## src/ubg_defs.svh

```systemverilog
`ifndef UBG_DEFS_SVH
`define UBG_DEFS_SVH
`define UBG_ADDR_MODE      12'h000
`define UBG_ADDR_STATUS    12'h004
`define UBG_ADDR_DIVISOR   12'h008
`define UBG_ADDR_IRQ_STAT  12'h00C
`define UBG_ADDR_IRQ_MASK  12'h010
`define UBG_MODE_EN_BIT    15
`define UBG_MODE_PIN_LO    8
`define UBG_MODE_HS_BIT    3
`define UBG_MODE_WMASK     16'h8308
`define UBG_STA_TXBF_BIT   9
`define UBG_STA_TXEMPTY_BIT 8
`define UBG_IRQ_TICK_BIT   0
`define UBG_IRQ_TXBF_BIT   1
`define UBG_IRQ_WMASK      16'h0003
`define UBG_DIV_RESET      16'h0000
`define UBG_OVS_LO         5'h10
`define UBG_OVS_HI         5'h04
`endif

```

## src/ubg_pkg.sv

```systemverilog
package ubg_pkg;
  typedef struct packed {
    logic        en;
    logic [1:0]  pin_usage;
    logic        high_speed;
  } ubg_cfg_s;
  typedef struct packed {
    logic [15:0] cnt;
    logic        tick;
  } ubg_gen_s;
  typedef struct packed {
    logic [15:0] mode;
    logic [15:0] divisor;
    logic [15:0] irq_stat;
    logic [15:0] irq_mask;
    logic [4:0]  tick_cnt;
    logic        bit_tick;
    logic [31:0] prdata;
    logic        pready;
    logic        pslverr;
    logic        irq;
    logic        port_en;
    logic [1:0]  pin_sel;
    logic        txbf;
    logic        txbf_prev;
    logic        div_wr;
  } ubg_state_s;
endpackage

```

## src/ubg_counter.sv

```systemverilog
`timescale 1ns/1ps
`include "ubg_defs.svh"
module ubg_counter
  import ubg_pkg::*;
#(
  parameter int WIDTH = 16
) (
  input  wire logic             pclk,
  input  wire logic             presetn,
  input  wire logic [WIDTH-1:0] divisor,
  input  wire logic             restart,
  output logic                  tick
);
  ubg_gen_s s_q;
  ubg_gen_s s_d;
  always_comb begin
    s_d = s_q;
    s_d.tick = 1'b0;
    if (restart) begin
      s_d.cnt = '0;
    end else if (s_q.cnt >= divisor) begin
      s_d.cnt  = '0;
      s_d.tick = 1'b1;
    end else begin
      s_d.cnt = s_q.cnt + 16'h0001;
    end
  end
  always_ff @(posedge pclk or negedge presetn) begin
    if (!presetn) begin
      s_q <= '0;
    end else begin
      s_q <= s_d;
    end
  end
  assign tick = s_q.tick;
endmodule

```

## src/ubg_top.sv

```systemverilog
// Operation
// - baud generator is a free-running 16-bit counter, period set by divisor
// - normal speed: bit rate is clock over 16 times divisor plus one
// - high speed: bit rate is clock over 4 times divisor plus one
// - a divisor write clears the generator counter one clock after the divisor register takes the new value
// - status bit 9 reads one while transmit buffer cannot take a character
//
// The APB register port and the address map were left to the implementer.
`timescale 1ns/1ps
`include "ubg_defs.svh"
module ubg_top
  import ubg_pkg::*;
(
  input  wire logic        pclk,
  input  wire logic        presetn,
  input  wire logic        psel,
  input  wire logic        penable,
  input  wire logic        pwrite,
  input  wire logic [11:0] paddr,
  input  wire logic [31:0] pwdata,
  input  wire logic [3:0]  pstrb,
  output logic [31:0]      prdata,
  output logic             pready,
  output logic             pslverr,
  input  wire logic        tx_buffer_full,
  input  wire logic        tx_shift_empty,
  output logic             baud_tick,
  output logic             bit_tick,
  output logic             high_speed_baud_select,
  output logic             serial_module_enable,
  output logic [1:0]       pin_usage_field,
  output logic             irq
);
  ubg_state_s s_q;
  ubg_state_s s_d;
  logic       gen_tick;
  logic       wr_acc;
  logic       rd_acc;
  logic       hit;
  logic [15:0] wdata16;
  logic [15:0] stat_word;
  logic [15:0] ev;

  ubg_counter #(
    .WIDTH (16)
  ) u_counter (
    .pclk    (pclk),
    .presetn (presetn),
    .divisor (s_q.divisor),
    .restart (s_q.div_wr),
    .tick    (gen_tick)
  );

  always_comb begin
    hit = (paddr == `UBG_ADDR_MODE) || (paddr == `UBG_ADDR_STATUS) ||
          (paddr == `UBG_ADDR_DIVISOR) || (paddr == `UBG_ADDR_IRQ_STAT) ||
          (paddr == `UBG_ADDR_IRQ_MASK);
    wr_acc = psel && penable && pwrite && !s_q.pready && hit;
    rd_acc = psel && penable && !pwrite && !s_q.pready;
    wdata16 = pwdata[15:0];
    stat_word = '0;
    stat_word[`UBG_STA_TXBF_BIT]    = s_q.txbf;
    stat_word[`UBG_STA_TXEMPTY_BIT] = tx_shift_empty && !s_q.txbf;
    ev = '0;
    ev[`UBG_IRQ_TICK_BIT] = s_q.bit_tick;
    ev[`UBG_IRQ_TXBF_BIT] = s_q.txbf && !s_q.txbf_prev;
  end

  always_comb begin
    s_d = s_q;
    s_d.pready   = 1'b0;
    s_d.pslverr  = 1'b0;
    s_d.div_wr   = 1'b0;
    s_d.bit_tick = 1'b0;
    s_d.txbf      = tx_buffer_full;
    s_d.txbf_prev = s_q.txbf;
    if (psel && penable && !s_q.pready) begin
      s_d.pready  = 1'b1;
      s_d.pslverr = !hit;
    end
    if (wr_acc && pstrb[1:0] == 2'h3) begin
      unique case (paddr)
        `UBG_ADDR_MODE: begin
          s_d.mode = wdata16 & `UBG_MODE_WMASK;
        end
        `UBG_ADDR_DIVISOR: begin
          s_d.divisor = wdata16;
          s_d.div_wr  = 1'b1;
        end
        `UBG_ADDR_IRQ_MASK: begin
          s_d.irq_mask = wdata16 & `UBG_IRQ_WMASK;
        end
        default: begin
        end
      endcase
    end
    // write one to clear; new events win over the clear
    if (wr_acc && pstrb[1:0] == 2'h3 && paddr == `UBG_ADDR_IRQ_STAT) begin
      s_d.irq_stat = s_q.irq_stat & ~wdata16;
    end
    s_d.irq_stat = (s_d.irq_stat | ev) & `UBG_IRQ_WMASK;
    if (s_q.div_wr) begin
      s_d.tick_cnt = '0;
    end else if (gen_tick) begin
      if (s_q.tick_cnt + 5'h01 >= (s_q.mode[`UBG_MODE_HS_BIT] ? `UBG_OVS_HI : `UBG_OVS_LO))
      begin
        s_d.tick_cnt = '0;
        s_d.bit_tick = 1'b1;
      end else begin
        s_d.tick_cnt = s_q.tick_cnt + 5'h01;
      end
    end
    if (rd_acc) begin
      s_d.prdata = '0;
      unique case (paddr)
        `UBG_ADDR_MODE:     s_d.prdata[15:0] = s_q.mode;
        `UBG_ADDR_STATUS:   s_d.prdata[15:0] = stat_word;
        `UBG_ADDR_DIVISOR:  s_d.prdata[15:0] = s_q.divisor;
        `UBG_ADDR_IRQ_STAT: s_d.prdata[15:0] = s_q.irq_stat;
        `UBG_ADDR_IRQ_MASK: s_d.prdata[15:0] = s_q.irq_mask;
        default:            s_d.prdata       = '0;
      endcase
    end
    s_d.port_en = s_q.mode[`UBG_MODE_EN_BIT];
    s_d.pin_sel = s_q.mode[`UBG_MODE_PIN_LO+1:`UBG_MODE_PIN_LO];
    s_d.irq     = |(s_q.irq_stat & s_q.irq_mask);
  end

  always_ff @(posedge pclk or negedge presetn) begin
    if (!presetn) begin
      s_q <= '0;
    end else begin
      s_q <= s_d;
    end
  end

  always_ff @(posedge pclk or negedge presetn) begin
    if (!presetn) begin
      baud_tick              <= 1'b0;
      high_speed_baud_select <= 1'b0;
    end else begin
      baud_tick              <= gen_tick;
      high_speed_baud_select <= s_q.mode[`UBG_MODE_HS_BIT];
    end
  end

  assign prdata               = s_q.prdata;
  assign pready               = s_q.pready;
  assign pslverr              = s_q.pslverr;
  assign bit_tick             = s_q.bit_tick;
  assign serial_module_enable = s_q.port_en;
  assign pin_usage_field      = s_q.pin_sel;
  assign irq                  = s_q.irq;
endmodule

```

## config.mk

```make
export PLATFORM = sky130hd
export DESIGN_NAME = ubg_top
export DESIGN_NICKNAME = d
export VERILOG_FILES = /design/src/ubg_pkg.sv /design/src/ubg_counter.sv /design/src/ubg_top.sv
export VERILOG_INCLUDE_DIRS = /design/src /design/src/src
export SDC_FILE = /design/constraint.sdc
export NUM_CORES = 1
export LEC_CHECK = 0
export BUFFER_PORTS_ARGS = -buffer_cell sky130_fd_sc_hd__buf_2
export CORE_AREA = 3 3 117 119
export DETAILED_ROUTE_END_ITERATION = 6
export DIE_AREA = 0 0 120 122
export PLACE_DENSITY_LB_ADDON = 0.3
export REMOVE_ABC_BUFFERS = 1
export SLEW_MARGIN = 25
export SYNTH_ARGS = -nofsm -noshare
export SYNTH_HDL_FRONTEND = slang
export SYNTH_SLANG_ARGS = --single-unit
```

## constraint.sdc

```tcl
create_clock -name pclk -period 2.2 [get_ports pclk]
set_input_delay 0.44 -clock pclk [delete_from_list [all_inputs] [get_ports pclk]]
set_output_delay 0.44 -clock pclk [all_outputs]
set_load 0.05 [all_outputs]
```

==> results of run 1 <==
-- cells in the final DEF, fill, tap and decap left out, types with 2 or more instances in the layout --
| cell type | count |
|---|---|
| sky130_fd_sc_hd__o211ai_1 | 3 |
| sky130_fd_sc_hd__buf_2 | 60 |
| sky130_fd_sc_hd__nand2b_1 | 3 |
| sky130_fd_sc_hd__xnor2_1 | 5 |
| sky130_fd_sc_hd__clkbuf_16 | 9 |
| sky130_fd_sc_hd__and3_1 | 7 |
| sky130_fd_sc_hd__a211oi_1 | 2 |
| sky130_fd_sc_hd__mux2_4 | 10 |
| sky130_fd_sc_hd__nor2b_1 | 4 |
| sky130_fd_sc_hd__a32o_1 | 2 |
| sky130_fd_sc_hd__nand3b_1 | 2 |
| sky130_fd_sc_hd__nor2_1 | 28 |
| sky130_fd_sc_hd__conb_1 | 16 |
| sky130_fd_sc_hd__nor3_1 | 5 |
| sky130_fd_sc_hd__xor2_1 | 12 |
| sky130_fd_sc_hd__a22o_1 | 12 |
| sky130_fd_sc_hd__nand4_1 | 8 |
| sky130_fd_sc_hd__nand2_1 | 21 |
| sky130_fd_sc_hd__ha_1 | 21 |
| sky130_fd_sc_hd__nand3_1 | 12 |
| sky130_fd_sc_hd__mux2_2 | 11 |
| sky130_fd_sc_hd__a32oi_1 | 2 |
| sky130_fd_sc_hd__bufinv_16 | 2 |
| sky130_fd_sc_hd__clkinv_2 | 2 |
| sky130_fd_sc_hd__buf_4 | 9 |
| sky130_fd_sc_hd__dfrtp_1 | 74 |
| sky130_fd_sc_hd__o21ai_0 | 14 |
| sky130_fd_sc_hd__a21oi_1 | 8 |
| sky130_fd_sc_hd__inv_1 | 22 |
| sky130_fd_sc_hd__a21o_1 | 2 |
| sky130_fd_sc_hd__buf_12 | 2 |
| sky130_fd_sc_hd__and2_1 | 2 |
| sky130_fd_sc_hd__o31ai_1 | 2 |
-- layer usage --
| metal | vias to the layer above | wire [µm] | track usage, % |
|---|---|---|---|
| met5 | - | 0 | 0 |
| met4 | 0 | 113 | 4.724 |
| met3 | 10 | 324 | 2.553 |
| met2 | 52 | 3664 | 18.65 |
| met1 | 1238 | 3520 | 14.19 |
| li1 | 1279 | - | - |
-- report_power, final --
group / total (mW) / switching (mW) / internal [mW]
logic: 0.330 / 0.224 / 0.106
registers: 1.43 / 0.0339 / 1.40
clock network: 1.57 / 0.547 / 1.02
total: 3.33 / 0.805 / 2.53
-- sequential cells by signal (all words and copies together) (netlist names) --
register	flops
s_q	28
prdata	16
u_counter.s_q	16
s_d	4
pin_usage_field	2
baud_tick	1
bit_tick	1
high_speed_baud_select	1
irq	1
pready	1
pslverr	1
serial_module_enable	1
u_counter.tick	1
-- synthesized netlist by cell type, types with 2 or more instances --
cell type | n | share of area [%]
sky130_fd_sc_hd__a32oi_1 | 2 | 0.46
sky130_fd_sc_hd__nand2b_1 | 3 | 0.49
sky130_fd_sc_hd__a32o_1 | 2 | 0.53
sky130_fd_sc_hd__inv_1 | 22 | 2.2
sky130_fd_sc_hd__nor2_1 | 28 | 2.8
sky130_fd_sc_hd__dfrtp_1 | 74 | 49
sky130_fd_sc_hd__nand4_1 | 8 | 1.3
sky130_fd_sc_hd__clkbuf_1 | 3 | 0.30
sky130_fd_sc_hd__nand3b_1 | 2 | 0.39
sky130_fd_sc_hd__nand3_1 | 12 | 1.6
sky130_fd_sc_hd__a21o_1 | 2 | 0.39
sky130_fd_sc_hd__o211ai_1 | 3 | 0.59
sky130_fd_sc_hd__xnor2_1 | 5 | 1.1
sky130_fd_sc_hd__nor2b_1 | 4 | 0.66
sky130_fd_sc_hd__mux2_4 | 10 | 3.9
sky130_fd_sc_hd__nor3_1 | 5 | 0.66
sky130_fd_sc_hd__mux2_2 | 11 | 3.3
sky130_fd_sc_hd__and3_1 | 7 | 1.1
sky130_fd_sc_hd__xor2_1 | 12 | 2.8
sky130_fd_sc_hd__ha_1 | 21 | 6.9
sky130_fd_sc_hd__nand2_1 | 21 | 2.1
sky130_fd_sc_hd__o21ai_0 | 14 | 1.8
sky130_fd_sc_hd__and2_1 | 2 | 0.33
sky130_fd_sc_hd__a21oi_1 | 8 | 1.1
sky130_fd_sc_hd__o31ai_1 | 2 | 0.39
sky130_fd_sc_hd__buf_4 | 34 | 6.7
sky130_fd_sc_hd__a22o_1 | 12 | 2.8
sky130_fd_sc_hd__a211oi_1 | 2 | 0.39
-- worst paths after layout --
path / start / endpoint / slack, ps / cells after the start
min: presetn / s_d[1] / 80 / 1
min reg2reg: s_d[5] / serial_module_enable / 390 / 0
max reg2reg: s_q[88] / u_counter.s_q[9] / 200 / 8
max in group asynchronous: presetn / u_counter.s_q[11] / 1550 / 2
max: s_q[88] / u_counter.s_q[9] / 200 / 8
min in group pclk: tx_buffer_full / s_d[1] / 220 / 1
-- cell families after synthesis --
logic type	count (synthesis)	share of synthesized area (%)
AOI/OAI and AO/OA	53	9.983
xor gates and xnor gates	17	3.908
adders and majority gates	21	6.896
buffers and inverters	62	10.11
DFF	74	48.60
muxes	22	7.455
other	1	0.09843
and+or+nand+nor	98	12.94
-- worst max-delay path, cell delays in order, from the launching register on --
cell	delay, ps
sky130_fd_sc_hd__dfrtp_1	390
sky130_fd_sc_hd__inv_1	90
sky130_fd_sc_hd__ha_1	310
sky130_fd_sc_hd__a211oi_1	200
sky130_fd_sc_hd__o21ai_0	140
sky130_fd_sc_hd__a221oi_2	310
sky130_fd_sc_hd__o211ai_1	170
sky130_fd_sc_hd__buf_4	200
sky130_fd_sc_hd__nor2_1	120
-- per-stage QoR --
step                util (%)  hold slack, ps  power [mW]  std cells
floorplan                  -           144.4       1.668        323
global placement       33.04           368.4       1.787        566
detailed placement     33.04           370.8       1.794        566
CTS                    35.57           93.92       3.374        582
global route           35.57           127.3       3.480        582
finish                 35.57           83.08       3.330        582
-- layout make-up --
cell class	instances	area [µm²]	share of cell area (%)
clock buffers	11	242.7	5.386
clock inverters	5	77.57	1.721
inverters	22	82.58	1.832
multi-input cells	227	1629	36.15
flip-flops and latches	74	1852	41.09
well taps	172	215.2	4.775
repair buffers	71	407.9	9.051
==> impl_table.tex, run 1 <==
\begin{tabular}{lr}
\hline
Metric & Value \\
\hline
\multicolumn{2}{l}{\textbf{Finish}} \\
\quad Filler Cells Inserted & 1286 \\
\quad Nets & 481 \\
\quad Antenna cells & 0 \\
\quad Design Area, Final & 0.004507 mm² \\
\quad Layout cells sized above 1 & 27.32\% \\
\quad Synth-to-layout area growth & 18.29\% \\
\multicolumn{2}{l}{\textbf{Synthesis}} \\
\quad Synth Flop Type & sky130\_fd\_sc\_hd\_\_dfrtp\_1 \\
\quad Post-synth ARST share & 100.0\% \\
\quad Synth unique cells & 45 \\
\quad Synthesized area per cell & 10.95 µm² \\
\quad Yosys warnings & 0 \\
\quad Seq/Total Area, Yosys & 48.60\% \\
\quad Count of flip-flops with a built-in enable after synthesis & 0 \\
\quad Gate Count Post-Synth & 348 \\
\quad Number of synthesized register bits & 74 \\
\quad Area of the mapped netlist & 0.003810 mm² \\
\multicolumn{2}{l}{\textbf{CTS}} \\
\quad Clk Tree Root Cell & sky130\_fd\_sc\_hd\_\_clkbuf\_16 \\
\quad Clock sink total & 74 \\
\quad Longest Clk Path Bufs & 2 \\
\quad Total clock buffers created by CTS & 9 \\
\quad Source-to-sink clock delay at the later pin of the worst-skew pair & 330 ps \\
\quad Number of setup buffers added after CTS & 0 \\
\quad Hold-fix buffers at CTS & 0 \\
\quad CTS tree & done \\
\quad Level count of the clock H-tree & 3 \\
\quad CTS-repair resized insts & 0 \\
\quad Reg clk slew, reported paths & 60 ps \\
\multicolumn{2}{l}{\textbf{Global routing}} \\
\quad Number of antenna violations at the first check in global routing & 0 \\
\quad Largest net degree at the start of global routing & 40 \\
\quad Remaining global-route overflow & 0 \\
\quad Wire length of the first global-routing pass & 13.06 mm \\
\quad Gr usage total & 11.25\% \\
\quad Vias in the first global route & 2719 \\
\multicolumn{2}{l}{\textbf{Timing}} \\
\quad Max\_slew headroom & 65.58\% \\
\quad FMAX & 500.1 MHz \\
\quad Unrepaired setup endpoints after global routing & no \\
\quad Final-layout setup total negative slack & 0 ps \\
\quad Period minus WS final & 2000 ps \\
\quad Final Max Tran Viols & 0 \\
\quad Total count of hold-check failures in the final report & 0 \\
\quad Setup Skew & 6.777 ps \\
\quad \# setup viols final & 0 \\
\quad Actual transition at the worst max-transition pin & 512.4 ps \\
\quad Fraction of the cycle the final worst path needs & 90.89\% \\
\quad Post-route setup slack & 200.5 ps \\
\multicolumn{2}{l}{\textbf{Power and ir drop}} \\
\quad Worst ir drop on vdd & 0.3912 mV \\
\quad Static Leakage & 2.161 nW \\
\quad Pwr dens & 738.9 mW/mm² \\
\multicolumn{2}{l}{\textbf{Die}} \\
\quad Standard cell core area & 0.01267 mm² \\
\quad Std-Cell Rows & 41 \\
\quad Starting density of the core & 30.07\% \\
\quad Number of I/O pins & 96 \\
\quad Width of the die & 120 µm \\
\quad Vert. Die Dim & 122 µm \\
\quad Overall die area & 0.01464 mm² \\
\multicolumn{2}{l}{\textbf{Setup path}} \\
\quad Crit path max fanout & 10 \\
\quad Startpoint Class & flip-flop \\
\quad Data arrival time at the worst-slack endpoint & 2250 ps \\
\quad Startpoint-to-endpoint class of the critical path & flip-flop to flip-flop \\
\quad Critical path endpoint category & flip-flop \\
\quad Data required time at the worst endpoint & 2450 ps \\
\multicolumn{2}{l}{\textbf{Drt}} \\
\quad Pre-Repair DR Iteration Count & 4 \\
\quad Via-per-instance ratio & 4.431 \\
\quad Final routed wire length divided by cell count & 13.10 µm \\
\quad DRC violation count after routing & 0 \\
\quad Post-detailed-routing wire length & 7.623 mm \\
\quad Iter 0 DRT Violations & 94 \\
\quad Number of antenna-violating nets in the routed design & 0 \\
\quad Number of vias after detailed routing & 2579 \\
\multicolumn{2}{l}{\textbf{Placement}} \\
\quad Detailed placer's ending HPWL & 5.941 mm \\
\quad Pre-CTS worst setup slack & 115.2 ps \\
\quad GP Congestion & 0.8181 \\
\quad Count of buffers inserted at the top-level ports & 61 \\
\quad Placed Instance Area & 0.004187 mm² \\
\multicolumn{2}{l}{\textbf{Run status}} \\
\quad Result of the run & finished, final reports clean \\
\multicolumn{2}{l}{\textbf{Run}} \\
\quad Max-cap violations & 0 \\
\multicolumn{2}{l}{\textbf{Worst hold path}} \\
\quad Hold crit path type & input pin to async pin \\
\hline
\end{tabular}
Note: power is estimated with default switching activity, not from simulation.
==> run 2: changes to the inputs <==
clock period = 2.1 ns   (was 2.2 ns; I/O delays follow)
==> run 2 against run 1 <==
Compared with the run above:
- worst setup slack got worse by 52 ps
- register-to-register slack got worse by 50 ps
- sequential share of layout area hardly changed
- core utilization about the same
- largest power group is now sequential cells
- flip-flop and latch count unchanged
- hold slack got worse by 29 ps
- clock power down 15%
- largest cell class unchanged
- combinational power grew 8.2%
==> impl_table.tex, run 2 (synthesized netlist as in run 1, its figures left out) <==
\begin{tabular}{lr}
\hline
Metric & Value \\
\hline
\multicolumn{2}{l}{\textbf{Power and ir drop}} \\
\quad Pwr dens & 709.3 mW/mm² \\
\quad Static Leakage & 2.150 nW \\
\quad Worst ir drop on vdd & 0.3430 mV \\
\multicolumn{2}{l}{\textbf{Timing}} \\
\quad Setup Skew & 4.579 ps \\
\quad Period minus WS final & 1952 ps \\
\quad \# setup viols final & 0 \\
\quad FMAX & 512.4 MHz \\
\quad Actual transition at the worst max-transition pin & 528.8 ps \\
\quad Final Max Tran Viols & 0 \\
\quad Total count of hold-check failures in the final report & 0 \\
\quad Max\_slew headroom & 64.47\% \\
\quad Final-layout setup total negative slack & 0 ps \\
\quad Fraction of the cycle the final worst path needs & 92.94\% \\
\multicolumn{2}{l}{\textbf{Global routing}} \\
\quad Wire length of the first global-routing pass & 12.44 mm \\
\quad Vias in the first global route & 2590 \\
\quad Number of antenna violations at the first check in global routing & 0 \\
\quad Largest net degree at the start of global routing & 39 \\
\quad Gr usage total & 10.81\% \\
\quad Remaining global-route overflow & 0 \\
\multicolumn{2}{l}{\textbf{Worst hold path}} \\
\quad Hold crit path type & input pin to async pin \\
\multicolumn{2}{l}{\textbf{Finish}} \\
\quad Number of flip-flops under the largest register name & 28 \\
\quad Final core utilization & 35.59\% \\
\quad Synth-to-layout area growth & 18.36\% \\
\quad Nets & 485 \\
\quad Antenna cells & 0 \\
\quad Most frequent standard cell in the layout excluding fill and tap cells & sky130\_fd\_sc\_hd\_\_dfrtp\_1 \\
\quad Most used cells in the layout excluding fill and tap cells & sky130\_fd\_sc\_hd\_\_dfrtp\_1 (74), sky130\_fd\_sc\_hd\_\_buf\_2 (61), sky130\_fd\_sc\_hd\_\_nor2\_1 (28) \\
\quad Layout cells sized above 1 & 29.06\% \\
\quad Register with the highest flop count & s\_q \\
\quad Filler Cells Inserted & 1290 \\
\multicolumn{2}{l}{\textbf{Setup path}} \\
\quad Worst setup startpoint & s\_q[88] \\
\quad Critical path endpoint category & flip-flop \\
\quad Maximum single-stage delay on the critical path & 350 ps \\
\quad Origin of the critical flop-to-flop path & s\_q[88] \\
\quad Cell depth of the worst flop-to-flop path & 8 \\
\quad Startpoint-to-endpoint class of the critical path & flip-flop to flip-flop \\
\quad Data arrival time at the worst-slack endpoint & 2210 ps \\
\quad Crit path max fanout & 5 \\
\quad Stages on worst setup path & 8 \\
\quad Cell chain of the critical path & inv\_1, ha\_1, a211oi\_2, o21ai\_0, a221oi\_2, o211ai\_1, buf\_2, nor2\_1 \\
\quad Buffer and inverter count on the worst path & 2 \\
\quad Endpoint of the lowest-slack register-to-register path & u\_counter.s\_q[13] \\
\quad Startpoint Class & flip-flop \\
\quad Kind of cell adding the most delay to the critical path & compound AO/OA/AOI/OAI gates \\
\quad Capturing element of the worst setup path & u\_counter.s\_q[13] \\
\quad Max stage delay cell, worst path & sky130\_fd\_sc\_hd\_\_dfrtp\_1 \\
\quad Slack of the worst reg-to-reg path & 150 ps \\
\quad Data required time at the worst endpoint & 2360 ps \\
\multicolumn{2}{l}{\textbf{Die}} \\
\quad Standard cell core area & 0.01267 mm² \\
\quad Number of I/O pins & 96 \\
\quad Starting density of the core & 30.07\% \\
\quad Overall die area & 0.01464 mm² \\
\quad Std-Cell Rows & 41 \\
\quad Vert. Die Dim & 122 µm \\
\quad Width of the die & 120 µm \\
\multicolumn{2}{l}{\textbf{CTS}} \\
\quad CTS tree & done \\
\quad Hold-fix buffers at CTS & 0 \\
\quad Clk Tree Root Cell & sky130\_fd\_sc\_hd\_\_clkbuf\_16 \\
\quad Longest Clk Path Bufs & 2 \\
\quad Reg clk slew, reported paths & 60 ps \\
\quad Total clock buffers created by CTS & 9 \\
\quad Level count of the clock H-tree & 3 \\
\quad Source-to-sink clock delay at the later pin of the worst-skew pair & 330 ps \\
\quad Clock sink total & 74 \\
\multicolumn{2}{l}{\textbf{Drt}} \\
\quad Post-detailed-routing wire length & 7.564 mm \\
\quad Number of vias after detailed routing & 2582 \\
\quad Iter 0 DRT Violations & 128 \\
\quad Pre-Repair DR Iteration Count & 4 \\
\quad DRC violation count after routing & 0 \\
\quad Number of antenna-violating nets in the routed design & 0 \\
\quad Via-per-instance ratio & 4.414 \\
\quad Final routed wire length divided by cell count & 12.93 µm \\
\multicolumn{2}{l}{\textbf{Placement}} \\
\quad Detailed placer's ending HPWL & 5.844 mm \\
\quad GP Congestion & 0.8007 \\
\quad Count of buffers inserted at the top-level ports & 61 \\
\multicolumn{2}{l}{\textbf{Run}} \\
\quad Max-cap violations & 0 \\
\multicolumn{2}{l}{\textbf{Run status}} \\
\quad Result of the run & finished, final reports clean \\
\hline
\end{tabular}
[run 2: changes by cell type in the layout (fill, tap and decap cells not counted), moves of 2 or more]
| cell | before | now |
|---|---|---|
| sky130_fd_sc_hd__buf_4 | 9 | 12 |
| sky130_fd_sc_hd__a211oi_1 | 2 | 0 |
| sky130_fd_sc_hd__a211oi_2 | 0 | 2 |
| sky130_fd_sc_hd__bufinv_16 | 2 | 0 |
| sky130_fd_sc_hd__clkinvlp_4 | 1 | 3 |
[run 2: layer usage]
metal / GRT usage (%) / vias up / wire length [µm]
met4: 4.223 / 0 / 70
met3: 3.110 / 6 / 334
met5: 0 / - / 0
met2: 17.98 / 53 / 3686
met1: 13.28 / 1241 / 3472
li1: - / 1282 / -
[run 2: area by class of cell]
class                   count  area [µm²]  share of cell area [%]
repair buffers             75       435.4                   9.656
inverters                  22       82.58                   1.831
clock inverters             5       32.53                  0.7214
flip-flops and latches     74        1852                   41.07
multi-input cells         227        1663                   36.88
clock buffers              10       229.0                   5.078
well taps                 172       215.2                   4.772
[run 2: worst min-delay path by stage]
stage,depth (start not counted),startpoint,to
after CTS,1,presetn,s_q[43]
after global routing,1,presetn,s_q[46]
final,1,presetn,s_d[1]
after detailed placement,0,s_d[5],serial_module_enable
after floorplan,0,presetn,baud_tick
after global placement,0,s_d[5],serial_module_enable
[run 2: repair_timing]
item	4_1_cts	5_1_grt
setup endpoints to repair	0	14
buffers inserted	0	2
resized for setup	0	6
[run 2: where the power goes]
group          switching [mW]  internal, mW  total [mW]
Clock                   0.553         0.787        1.34
Combinational           0.240         0.116       0.357
Sequential             0.0340          1.47        1.50
Total                   0.828          2.37        3.20
[run 2: worst reg2reg max path: stages (launching register included)]
cell and delay [ps]:
sky130_fd_sc_hd__dfrtp_1 350, sky130_fd_sc_hd__inv_1 80, sky130_fd_sc_hd__ha_1 330, sky130_fd_sc_hd__a211oi_2 180, sky130_fd_sc_hd__o21ai_0 130, sky130_fd_sc_hd__a221oi_2 300
sky130_fd_sc_hd__o211ai_1 210, sky130_fd_sc_hd__buf_2 210, sky130_fd_sc_hd__nor2_1 110
[run 2: per-stage QoR]
| step | power [mW] | hold WS [ps] | std cells | setup WS [ps] | instance area [µm²] |
|---|---|---|---|---|---|
| finish | 3.198 | 53.85 | 585 | 148.3 | 4509 |
| global route | 3.374 | 92.75 | 585 | -3.485 | 4509 |
| CTS | 3.254 | 67.07 | 582 | 84.92 | 4456 |
| detailed placement | 1.883 | 368.7 | 567 | 48.23 | 4194 |
| global placement | 1.872 | 367.4 | 567 | 57.01 | 4194 |
| floorplan | 1.748 | 124.4 | 323 | -82.22 | 3563 |
